===== src/pkg/mrpu_defs.svh =====
// Purpose: Named constants for the memory request priority unit
// Assumes: 200 MHz system clock, 20 ns minor cycle
// Notes: Delays and windows are in minor cycles
`ifndef MRPU_DEFS_SVH
`define MRPU_DEFS_SVH

`define MRPU_CLK_NS 5
`define MRPU_MINOR_NS 20
`define MRPU_MINOR_CLKS (`MRPU_MINOR_NS / `MRPU_CLK_NS)
`define MRPU_TICK_W 2
`define MRPU_BANK_W 9
`define MRPU_SWORD_LSB 4
`define MRPU_NSTK 16
`define MRPU_HIST_DEPTH 12
`define MRPU_DLY_W 4
`define MRPU_VIO_DLY 4'h9
`define MRPU_SCL_DLY 4'h2
`define MRPU_SCL_SWW_EXTRA 4'h3
`define MRPU_BUSY_W 3
`define MRPU_BUSY_MC 3'h4
`define MRPU_VIO_REP_WIN 3
`define MRPU_SCL_REP_WIN 3
`define MRPU_VIO_FAR_LO 10
`define MRPU_VIO_FAR_HI 12
`define MRPU_VIO_BUS_AGE 9
`define MRPU_VIO_NEAR_LO 6
`define MRPU_VIO_NEAR_HI 8
`define MRPU_VIO_QS_NS 40
`define MRPU_SCL_QS_NS 20
`define MRPU_QS_W 4
`define MRPU_ALL_STK 16'hFFFF
`define MRPU_WORD_STK 16'h0003
`define MRPU_HALF_STK 16'h0001

`endif


===== src/pkg/mrpu_pkg.sv =====
// Purpose: Types shared by the priority unit modules
// Assumes: Constants come from mrpu_defs.svh
// Notes: Quantity order matters, larger quantity compares greater
`include "mrpu_defs.svh"
package mrpu_pkg;
  typedef enum logic [1:0] {QTY_HALF, QTY_WORD, QTY_SWORD} mrpu_qty_t;

  typedef struct packed {
    logic valid;
    logic vio;
    logic write;
    mrpu_qty_t qty;
    logic [`MRPU_BANK_W-1:0] bank;
    logic [`MRPU_DLY_W-1:0] delay;
  } mrpu_ent_t;

  typedef mrpu_ent_t [`MRPU_HIST_DEPTH-1:0] mrpu_hist_t;
endpackage : mrpu_pkg


===== src/pkg/mrpu_hist_if.sv =====
// Purpose: Carries honored requests into the history store and back
// Assumes: One push per minor cycle
// Notes: Slot k holds the request honored k+1 minor cycles ago
`timescale 1ns/1ps
interface mrpu_hist_if;
  import mrpu_pkg::*;
  logic push;
  mrpu_ent_t ent;
  mrpu_hist_t hist;
  modport owner (output push, output ent, input hist);
  modport store (input push, input ent, output hist);
endinterface : mrpu_hist_if


===== src/verilog/mrpu_top.sv =====
// Purpose: Memory request priority unit, picks and issues one request per minor cycle
// Assumes: Requesters are logic on clk_sys_i and hold a request until accepted
// Notes: All decisions are taken on the last clock of each 20 ns minor cycle
`timescale 1ns/1ps
module mrpu_top (
  input wire logic clk_sys_i,
  input wire logic rst_n_i,
  input wire logic scl_req_i,
  input wire logic [`MRPU_BANK_W-1:0] scl_bank_i,
  input wire logic scl_write_i,
  input wire logic scl_ls_i,
  input wire logic scl_word_i,
  input wire logic vio_req_i,
  input wire logic [`MRPU_BANK_W-1:0] vio_bank_i,
  input wire logic vio_write_i,
  output logic scl_accept_o,
  output logic vio_accept_o,
  output logic buf_vld_o,
  output logic buf_write_o,
  output logic [`MRPU_QS_W-1:0] buf_qs_clks_o,
  output mrpu_pkg::mrpu_qty_t buf_qty_o,
  output logic [`MRPU_BANK_W-1:0] bank_addr_o,
  output logic strobe_o,
  output logic rd_buf_o,
  output logic [`MRPU_NSTK-1:0] stack_mask_o,
  output logic [`MRPU_NSTK-1:0] stack_busy_o
);
  import mrpu_pkg::*;

  typedef struct packed {
    logic [`MRPU_TICK_W-1:0] tick_cnt;
    logic scl_acc;
    logic vio_acc;
    logic buf_vld;
    logic buf_write;
    logic [`MRPU_QS_W-1:0] buf_qs;
    mrpu_qty_t buf_qty;
    logic [`MRPU_BANK_W-1:0] bank_addr;
    logic strobe;
    logic rd_buf;
    logic iss_vio;
    logic iss_write;
    mrpu_qty_t iss_qty;
    logic [`MRPU_BANK_W-1:0] iss_bank;
    logic [`MRPU_NSTK-1:0] stk_mask;
    logic [`MRPU_NSTK-1:0][`MRPU_BUSY_W-1:0] busy_cnt;
  } mrpu_state_t;

  mrpu_state_t st_r;
  mrpu_state_t st_nxt;
  mrpu_hist_if hist_if ();

  mrpu_history u_history (
    .clk_sys_i(clk_sys_i),
    .rst_n_i(rst_n_i),
    .hist_if(hist_if)
  );

  function automatic logic same_sword(input logic [`MRPU_BANK_W-1:0] a,
                                      input logic [`MRPU_BANK_W-1:0] b);
    return a[`MRPU_BANK_W-1:`MRPU_SWORD_LSB] == b[`MRPU_BANK_W-1:`MRPU_SWORD_LSB];
  endfunction : same_sword

  // Stacks touched by a transfer of the given quantity
  function automatic logic [`MRPU_NSTK-1:0] stk_mask(input logic [`MRPU_BANK_W-1:0] bank,
                                                     input mrpu_qty_t qty);
    logic [`MRPU_NSTK-1:0] m;
    m = `MRPU_HALF_STK << bank[`MRPU_SWORD_LSB-1:0];
    if (qty == QTY_SWORD) begin
      m = `MRPU_ALL_STK;
    end else if (qty == QTY_WORD) begin
      m = `MRPU_WORD_STK << {bank[`MRPU_SWORD_LSB-1:1], 1'b0};
    end
    return m;
  endfunction : stk_mask

  // Banks overlap when the larger quantity's stacks intersect
  function automatic logic overlap(input logic [`MRPU_BANK_W-1:0] a, input mrpu_qty_t qa,
                                   input logic [`MRPU_BANK_W-1:0] b, input mrpu_qty_t qb);
    mrpu_qty_t big;
    big = (qa > qb) ? qa : qb;
    return same_sword(a, b) && ((stk_mask(a, big) & stk_mask(b, big)) != '0);
  endfunction : overlap

  logic tick;
  logic vio_ok;
  logic scl_ok;
  mrpu_qty_t scl_qty;
  logic [`MRPU_DLY_W-1:0] scl_dly;
  mrpu_ent_t new_ent;
  mrpu_ent_t iss_ent;
  mrpu_ent_t pre_ent;
  mrpu_ent_t e;

  assign tick = st_r.tick_cnt == `MRPU_TICK_W'(`MRPU_MINOR_CLKS - 1);

  assign scl_qty = !scl_ls_i ? QTY_SWORD : (scl_word_i ? QTY_WORD : QTY_HALF);

  assign scl_dly = (scl_write_i && scl_qty == QTY_SWORD) ?
                   `MRPU_SCL_DLY + `MRPU_SCL_SWW_EXTRA : `MRPU_SCL_DLY;

  always_comb begin
    vio_ok = vio_req_i;
    scl_ok = scl_req_i && !vio_req_i;
    iss_ent = '0;
    pre_ent = '0;
    e = '0;
    for (int k = 1; k <= `MRPU_HIST_DEPTH; k++) begin
      e = hist_if.hist[k-1];
      if (e.valid) begin
        if (e.vio && k <= `MRPU_VIO_REP_WIN && same_sword(e.bank, vio_bank_i)) begin
          vio_ok = 1'b0;
        end
        // vector arrivals 10 to 12 back
        if (e.vio && k >= `MRPU_VIO_FAR_LO && k <= `MRPU_VIO_FAR_HI &&
            same_sword(e.bank, scl_bank_i)) begin
          scl_ok = 1'b0;
        end
        // address bus taken by vector issue
        if (e.vio && k == `MRPU_VIO_BUS_AGE) begin
          scl_ok = 1'b0;
        end
        // vector arrivals 6 to 8 back
        if (e.vio && k >= `MRPU_VIO_NEAR_LO && k <= `MRPU_VIO_NEAR_HI &&
            same_sword(e.bank, scl_bank_i)) begin
          scl_ok = 1'b0;
        end
        if (!e.vio && k <= `MRPU_SCL_REP_WIN && overlap(e.bank, e.qty, scl_bank_i, scl_qty)) begin
          scl_ok = 1'b0;
        end
        // Keep issue slots unique on the single address path
        if (int'(e.delay) - k == int'(scl_dly)) begin
          scl_ok = 1'b0;
        end
        // issue when delay is used up
        if (int'(e.delay) == k) begin
          iss_ent = e;
        end
        if (int'(e.delay) == k + 1) begin
          pre_ent = e;
        end
      end
    end
  end

  always_comb begin
    new_ent = '0;
    if (vio_ok) begin
      new_ent.valid = 1'b1;
      new_ent.vio = 1'b1;
      new_ent.write = vio_write_i;
      new_ent.qty = QTY_SWORD;
      new_ent.bank = vio_bank_i;
      new_ent.delay = `MRPU_VIO_DLY;
    end else if (scl_ok) begin
      new_ent.valid = 1'b1;
      new_ent.write = scl_write_i;
      new_ent.qty = scl_qty;
      new_ent.bank = scl_bank_i;
      new_ent.delay = scl_dly;
    end
  end

  // every minor cycle pushes one slot
  assign hist_if.push = tick;
  assign hist_if.ent = new_ent;

  always_comb begin
    st_nxt = st_r;
    st_nxt.tick_cnt = st_r.tick_cnt + `MRPU_TICK_W'(1);
    st_nxt.scl_acc = 1'b0;
    st_nxt.vio_acc = 1'b0;
    st_nxt.buf_vld = 1'b0;
    if (tick) begin
      st_nxt.vio_acc = new_ent.valid && new_ent.vio;
      st_nxt.scl_acc = new_ent.valid && !new_ent.vio;
      if (new_ent.valid) begin
        st_nxt.buf_vld = 1'b1;
        st_nxt.buf_write = new_ent.write;
        st_nxt.buf_qty = new_ent.qty;
        // vector rate 40 ns per quarter
        // scalar rate 20 ns per quarter
        st_nxt.buf_qs = new_ent.vio ? `MRPU_QS_W'(`MRPU_VIO_QS_NS / `MRPU_CLK_NS) :
                                      `MRPU_QS_W'(`MRPU_SCL_QS_NS / `MRPU_CLK_NS);
      end
      if (pre_ent.valid) begin
        st_nxt.bank_addr = pre_ent.bank;
      end
      // strobe and read control at issue
      st_nxt.strobe = iss_ent.valid;
      st_nxt.rd_buf = iss_ent.valid && !iss_ent.write;
      st_nxt.iss_vio = iss_ent.vio;
      st_nxt.iss_write = iss_ent.write;
      st_nxt.iss_qty = iss_ent.qty;
      st_nxt.iss_bank = iss_ent.bank;
      st_nxt.stk_mask = iss_ent.valid ? stk_mask(iss_ent.bank, iss_ent.qty) : '0;
      for (int s = 0; s < `MRPU_NSTK; s++) begin
        if (iss_ent.valid && st_nxt.stk_mask[s]) begin
          st_nxt.busy_cnt[s] = `MRPU_BUSY_MC;
        end else if (st_r.busy_cnt[s] != '0) begin
          st_nxt.busy_cnt[s] = st_r.busy_cnt[s] - `MRPU_BUSY_W'(1);
        end
      end
    end
  end

  always_ff @(posedge clk_sys_i or negedge rst_n_i) begin
    if (!rst_n_i) begin
      st_r <= '0;
    end else begin
      st_r <= st_nxt;
    end
  end

  assign scl_accept_o = st_r.scl_acc;
  assign vio_accept_o = st_r.vio_acc;
  assign buf_vld_o = st_r.buf_vld;
  assign buf_write_o = st_r.buf_write;
  assign buf_qs_clks_o = st_r.buf_qs;
  assign buf_qty_o = st_r.buf_qty;
  assign bank_addr_o = st_r.bank_addr;
  assign strobe_o = st_r.strobe;
  assign rd_buf_o = st_r.rd_buf;
  assign stack_mask_o = st_r.stk_mask;

  always_comb begin
    for (int s = 0; s < `MRPU_NSTK; s++) begin
      stack_busy_o[s] = st_r.busy_cnt[s] != '0;
    end
  end

  localparam int VioLat = int'(`MRPU_VIO_DLY) * `MRPU_MINOR_CLKS;
  localparam int SclLat = int'(`MRPU_SCL_DLY) * `MRPU_MINOR_CLKS;
  localparam int SwwLat = int'(`MRPU_SCL_DLY + `MRPU_SCL_SWW_EXTRA) * `MRPU_MINOR_CLKS;
endmodule : mrpu_top


===== src/verilog/mrpu_history.sv =====
// Purpose: Shift history of honored requests, one slot per minor cycle
// Assumes: push pulses once per minor cycle
// Notes: Empty cycles push an invalid entry
`timescale 1ns/1ps
module mrpu_history (
  input wire logic clk_sys_i,
  input wire logic rst_n_i,
  mrpu_hist_if.store hist_if
);
  import mrpu_pkg::*;

  typedef struct packed {
    mrpu_hist_t slot;
  } mrpu_hstate_t;

  mrpu_hstate_t st_r;
  mrpu_hstate_t st_nxt;

  always_comb begin
    st_nxt = st_r;
    if (hist_if.push) begin
      st_nxt.slot = {st_r.slot[`MRPU_HIST_DEPTH-2:0], hist_if.ent};
    end
  end

  always_ff @(posedge clk_sys_i or negedge rst_n_i) begin
    if (!rst_n_i) begin
      st_r <= '0;
    end else begin
      st_r <= st_nxt;
    end
  end

  assign hist_if.hist = st_r.slot;
endmodule : mrpu_history


===== config.mk =====
export PLATFORM = sky130hd
export DESIGN_NAME = mrpu_top
export DESIGN_NICKNAME = d
export VERILOG_FILES = /design/src/pkg/mrpu_pkg.sv /design/src/pkg/mrpu_hist_if.sv /design/src/verilog/mrpu_top.sv /design/src/verilog/mrpu_history.sv
export VERILOG_INCLUDE_DIRS = /design/src /design/src/pkg
export SDC_FILE = /design/constraint.sdc
export NUM_CORES = 1
export LEC_CHECK = 0
export ABC_AREA = 1
export BUFFER_PORTS_ARGS = -buffer_cell sky130_fd_sc_hd__buf_4
export CAP_MARGIN = 40
export CORE_ASPECT_RATIO = 2
export CORE_MARGIN = 2
export CORE_UTILIZATION = 40
export CTS_CLUSTER_DIAMETER = 30
export CTS_CLUSTER_SIZE = 12
export DETAILED_ROUTE_END_ITERATION = 7
export HOLD_SLACK_MARGIN = 0.12
export PLACE_DENSITY = 0.64
export SLEW_MARGIN = 20
export SYNTH_ARGS = -nofsm -noshare
export SYNTH_HDL_FRONTEND = slang
export SYNTH_HIERARCHICAL = 1
export SYNTH_SLANG_ARGS = --single-unit

===== constraint.sdc =====
create_clock -name clk_sys_i -period 2.5 [get_ports clk_sys_i]
set_input_delay 0.125 -clock clk_sys_i [delete_from_list [all_inputs] [get_ports clk_sys_i]]
set_output_delay 0.125 -clock clk_sys_i [all_outputs]
set_load 0.01 [all_outputs]

==> results by group <==
Route
  – Via density: 5.257
  – Total Routed Length: 62.96 mm
  – Post-route ant nets: 0
  – Detailed Route Iter0 Violations: 1,050
  – # DRC: 0
  – 1st-pass router iterations: 6
  – Drt wl/cell: 18.05 µm
  – Via count: 18,336

Synthesis
  – Combinational family with the most area after synthesis: simple AND/OR/NAND/NOR gates
  – Post-synth top area share: 0.4160
  – Mapped Avg Cell Area: 7.075 µm²
  – Adder-Cell Fraction of Synth Area: 0.04146
  – Top cell type by total area after synthesis: dfrtp_1
  – Syn. warnings: 6
  – Synth Flop Type: dfrtp_1
  – Seq cells post-synth: 301
  – Post-synthesis sequential area ratio: 0.4160
  – Compound-Gate Fraction of Synth Area: 0.1030
  – Multiplexer share of the synthesized area: 0
  – Post-synth top cells: nand2_1 (1,108), dfrtp_1 (301), inv_1 (224)
  – Ys async rst share: 1.000
  – Synth Area in Simple Gates: 0.3405
  – Mapped cell area: 18,110 µm²
  – XOR/XNOR Fraction of Synth Area: 0.009675
  – Post-synthesis instance total: 2,559
  – Count of different cell masters after synthesis: 53
  – Count leader, synth: nand2_1
  – Number of flops mapped to enable cells by yosys: 0
  – Synth top area cells: dfrtp_1 (42%), nand2_1 (23%), inv_1 (4.6%)

Finish
  – Final #Nets: 2,983
  – Post-Layout Cell Count: 3,488
  – P&R area growth vs syn: 35.42%
  – N_diodes: 0
  – Layout cells sized above 1: 0.2688
  – Filler cells: 4,144

Critical path
  – Largest delay share family, worst path: simple AND/OR/NAND/NOR gates
  – Setup crit start kind: flip-flop
  – Max FO, Critical Path: 8
  – CP Class: flip-flop to flip-flop
  – Buf/Inv on CP: 5
  – Arr. time, crit path: 3070 ps
  – Critical Path Sink Type: flip-flop
  – Slowest cell on the critical path: dfrtp_1
  – CP required: 2940 ps
  – CP max stage delay: 390 ps

Global route
  – Largest net degree at the start of global routing: 105
  – Vias in the first global route: 18,477
  – GRT overflow: 0
  – Total global-route track usage: 0.2604
  – Initial antenna violation count: 1
  – First-pass GRT wire length: 96.61 mm

Floorplan
  – Num rows: 110
  – I/O pin count: 79
  – Die Y: 304.9 µm
  – Die W: 154.4 µm
  – Die ar.: 47,090 µm²
  – Initial core utilization: 0.4035
  – Core Area: 44,870 µm²

Placed design
  – # placed instances: 3,363
  – DP HPWL: 46.38 mm
  – Pre-CTS WS: -284.4 ps
  – Final Wtd Congestion: 0.9781
  – IO buf count: 76

Timing
  – Worst setup margin: -127.3 ps
  – Final Max Slew Viols: 0
  – Slew HR: 0.5247
  – Clock skew: 20.60 ps
  – Worst slew pin tran: 712.9 ps
  – Tcrit/Tclk final: 1.051
  – Final setup fails: 54
  – Post-route setup TNS: -3815 ps
  – Final Hold Vio Count: 0
  – Unrepaired setup endpoints after global routing: yes
  – Min cycle time layout: 2627 ps
  – Max Clk Rate: 0.3806 GHz

Worst hold path
  – HP Class: primary input to flip-flop

CTS
  – Worst-Skew Late Latency: 560 ps
  – CTS sink count: 301
  – TritonCTS Buffers: 42
  – CTS tree: yes
  – Worst-path clk slew: 60 ps
  – H-Tree Depth: 2
  – Longest Clk Path Bufs: 3
  – Root Driver: clkbuf_16

Power and ir drop
  – PD cells: 692.6 nW/µm²
  – Leakage power total: 0.01271 µW
  – Peak VDD IR: 530.7 µV
  – Design Power: 16,980 µW

Flow run
  – # Max-Cap Violations: 0

Run status
  – Status: finished, violations left
  – Violated checks: setup timing
-- metrics by stage --
step	cell area, µm²	hold slack (ps)	utilization
floorplan	18110	-170.6	-
global placement	21070	154.6	0.4695
detailed placement	21070	164.8	0.4695
CTS	23500	121.0	0.5237
global route	24520	129.4	0.5465
finish	24520	121.4	0.5465
-- final cells by class --
cell class	count	area (µm²)	share of cell area
sequential	301	7541	0.3075
tap	560	700.7	0.02858
multi-input combinational	1897	10360	0.4225
clock inverter	25	335.3	0.01368
timing repair inverter	1	16.27	0.0006634
clock buffer	50	1131	0.04613
timing repair buffer	415	3513	0.1433
inverter	239	922.1	0.03761
-- layout by cell type, fill, tap and decap left out, drive strengths merged, types with 2 or more instances in the layout --
| cell | netlist | layout |
|---|---|---|
| nor4 | 8 | 8 |
| o211ai | 10 | 10 |
| clkinvlp | 0 | 5 |
| dlygate4sd3 | 0 | 11 |
| or2 | 3 | 3 |
| conb | 1 | 2 |
| a22oi | 6 | 6 |
| nand3 | 134 | 134 |
| xor2 | 12 | 12 |
| inv | 236 | 239 |
| nand2 | 1122 | 1122 |
| clkinv | 3 | 16 |
| o21ai | 113 | 113 |
| nand4 | 35 | 35 |
| a221oi | 15 | 15 |
| a31oi | 11 | 11 |
| o32ai | 2 | 2 |
| bufinv | 0 | 5 |
| a21oi | 104 | 104 |
| nor3 | 29 | 29 |
| o22ai | 31 | 31 |
| o2111ai | 7 | 7 |
| xnor2 | 8 | 8 |
| clkbuf | 40 | 51 |
| nor2 | 164 | 164 |
| nand3b | 3 | 3 |
| ha | 60 | 60 |
| a211oi | 9 | 9 |
| nor3b | 2 | 2 |
| buf | 83 | 403 |
| dfrtp | 301 | 301 |
-- state kept, by name (all words and copies together) (netlist names), 2 cells and up --
register	count
buf_qty_o	2
bank_addr_o	9
st_r	50
stack_mask_o	16
buf_qs_clks_o	2
u_history/hist_if.hist	216
-- kinds of logic after synthesis --
kind of cell | count (synthesis)
simple gates | 1500
buf+inv | 362
compound gates | 315
flops | 301
fa+ha+maj | 60
xor+xnor | 20
other cells | 1
-- final timing paths --
path / from / to / slack (ps) / cells after the start
max: u_history/hist_if.hist[1] / st_r[25] / -130 / 25
min: vio_bank_i[6] / u_history/hist_if.hist[10] / 120 / 5
max reg2reg: u_history/hist_if.hist[1] / st_r[25] / -130 / 25
min reg2reg: st_r[42] / st_r[42] / 470 / 2
max in group asynchronous: rst_n_i / u_history/hist_if.hist[155] / 1500 / 3
min in group asynchronous: rst_n_i / st_r[35] / 150 / 2
-- tightest hold or removal path, stage by stage --
cell     delay (ps)
buf_4           130
inv_1           160
o22ai_2         120
nand2_1          60
nand2_1          50
-- repair_timing --
| item | 4_1_cts | 5_1_grt |
|---|---|---|
| pin swaps | 67 | 93 |
| cloned | 1 | 1 |
| endpoints found under the hold margin | 284 | 0 |
| hold buffers | 11 | 0 |
| setup endpoints to repair | 88 | 96 |
| resized for setup | 189 | 225 |
| buffers inserted | 18 | 23 |
-- per-layer routing --
metal	vias to the layer above	GRT usage	part of all wire
li1	8831	-	-
met1	8671	0.2349	0.33
met2	557	0.5079	0.55
met3	275	0.02645	0.030
met4	2	0.2145	0.092
met5	-	0	0.00017
-- where the power goes --
part           total (µW)  leakage (µW)  internal (µW)  switching, µW
Combinational        4480       0.00826           1900           2590
Sequential           6280       0.00375           5640            648
Clock                6220      0.000705           3800           2420
Total               17000        0.0127          11300           5650
Power figures use the tool's default switching activity.
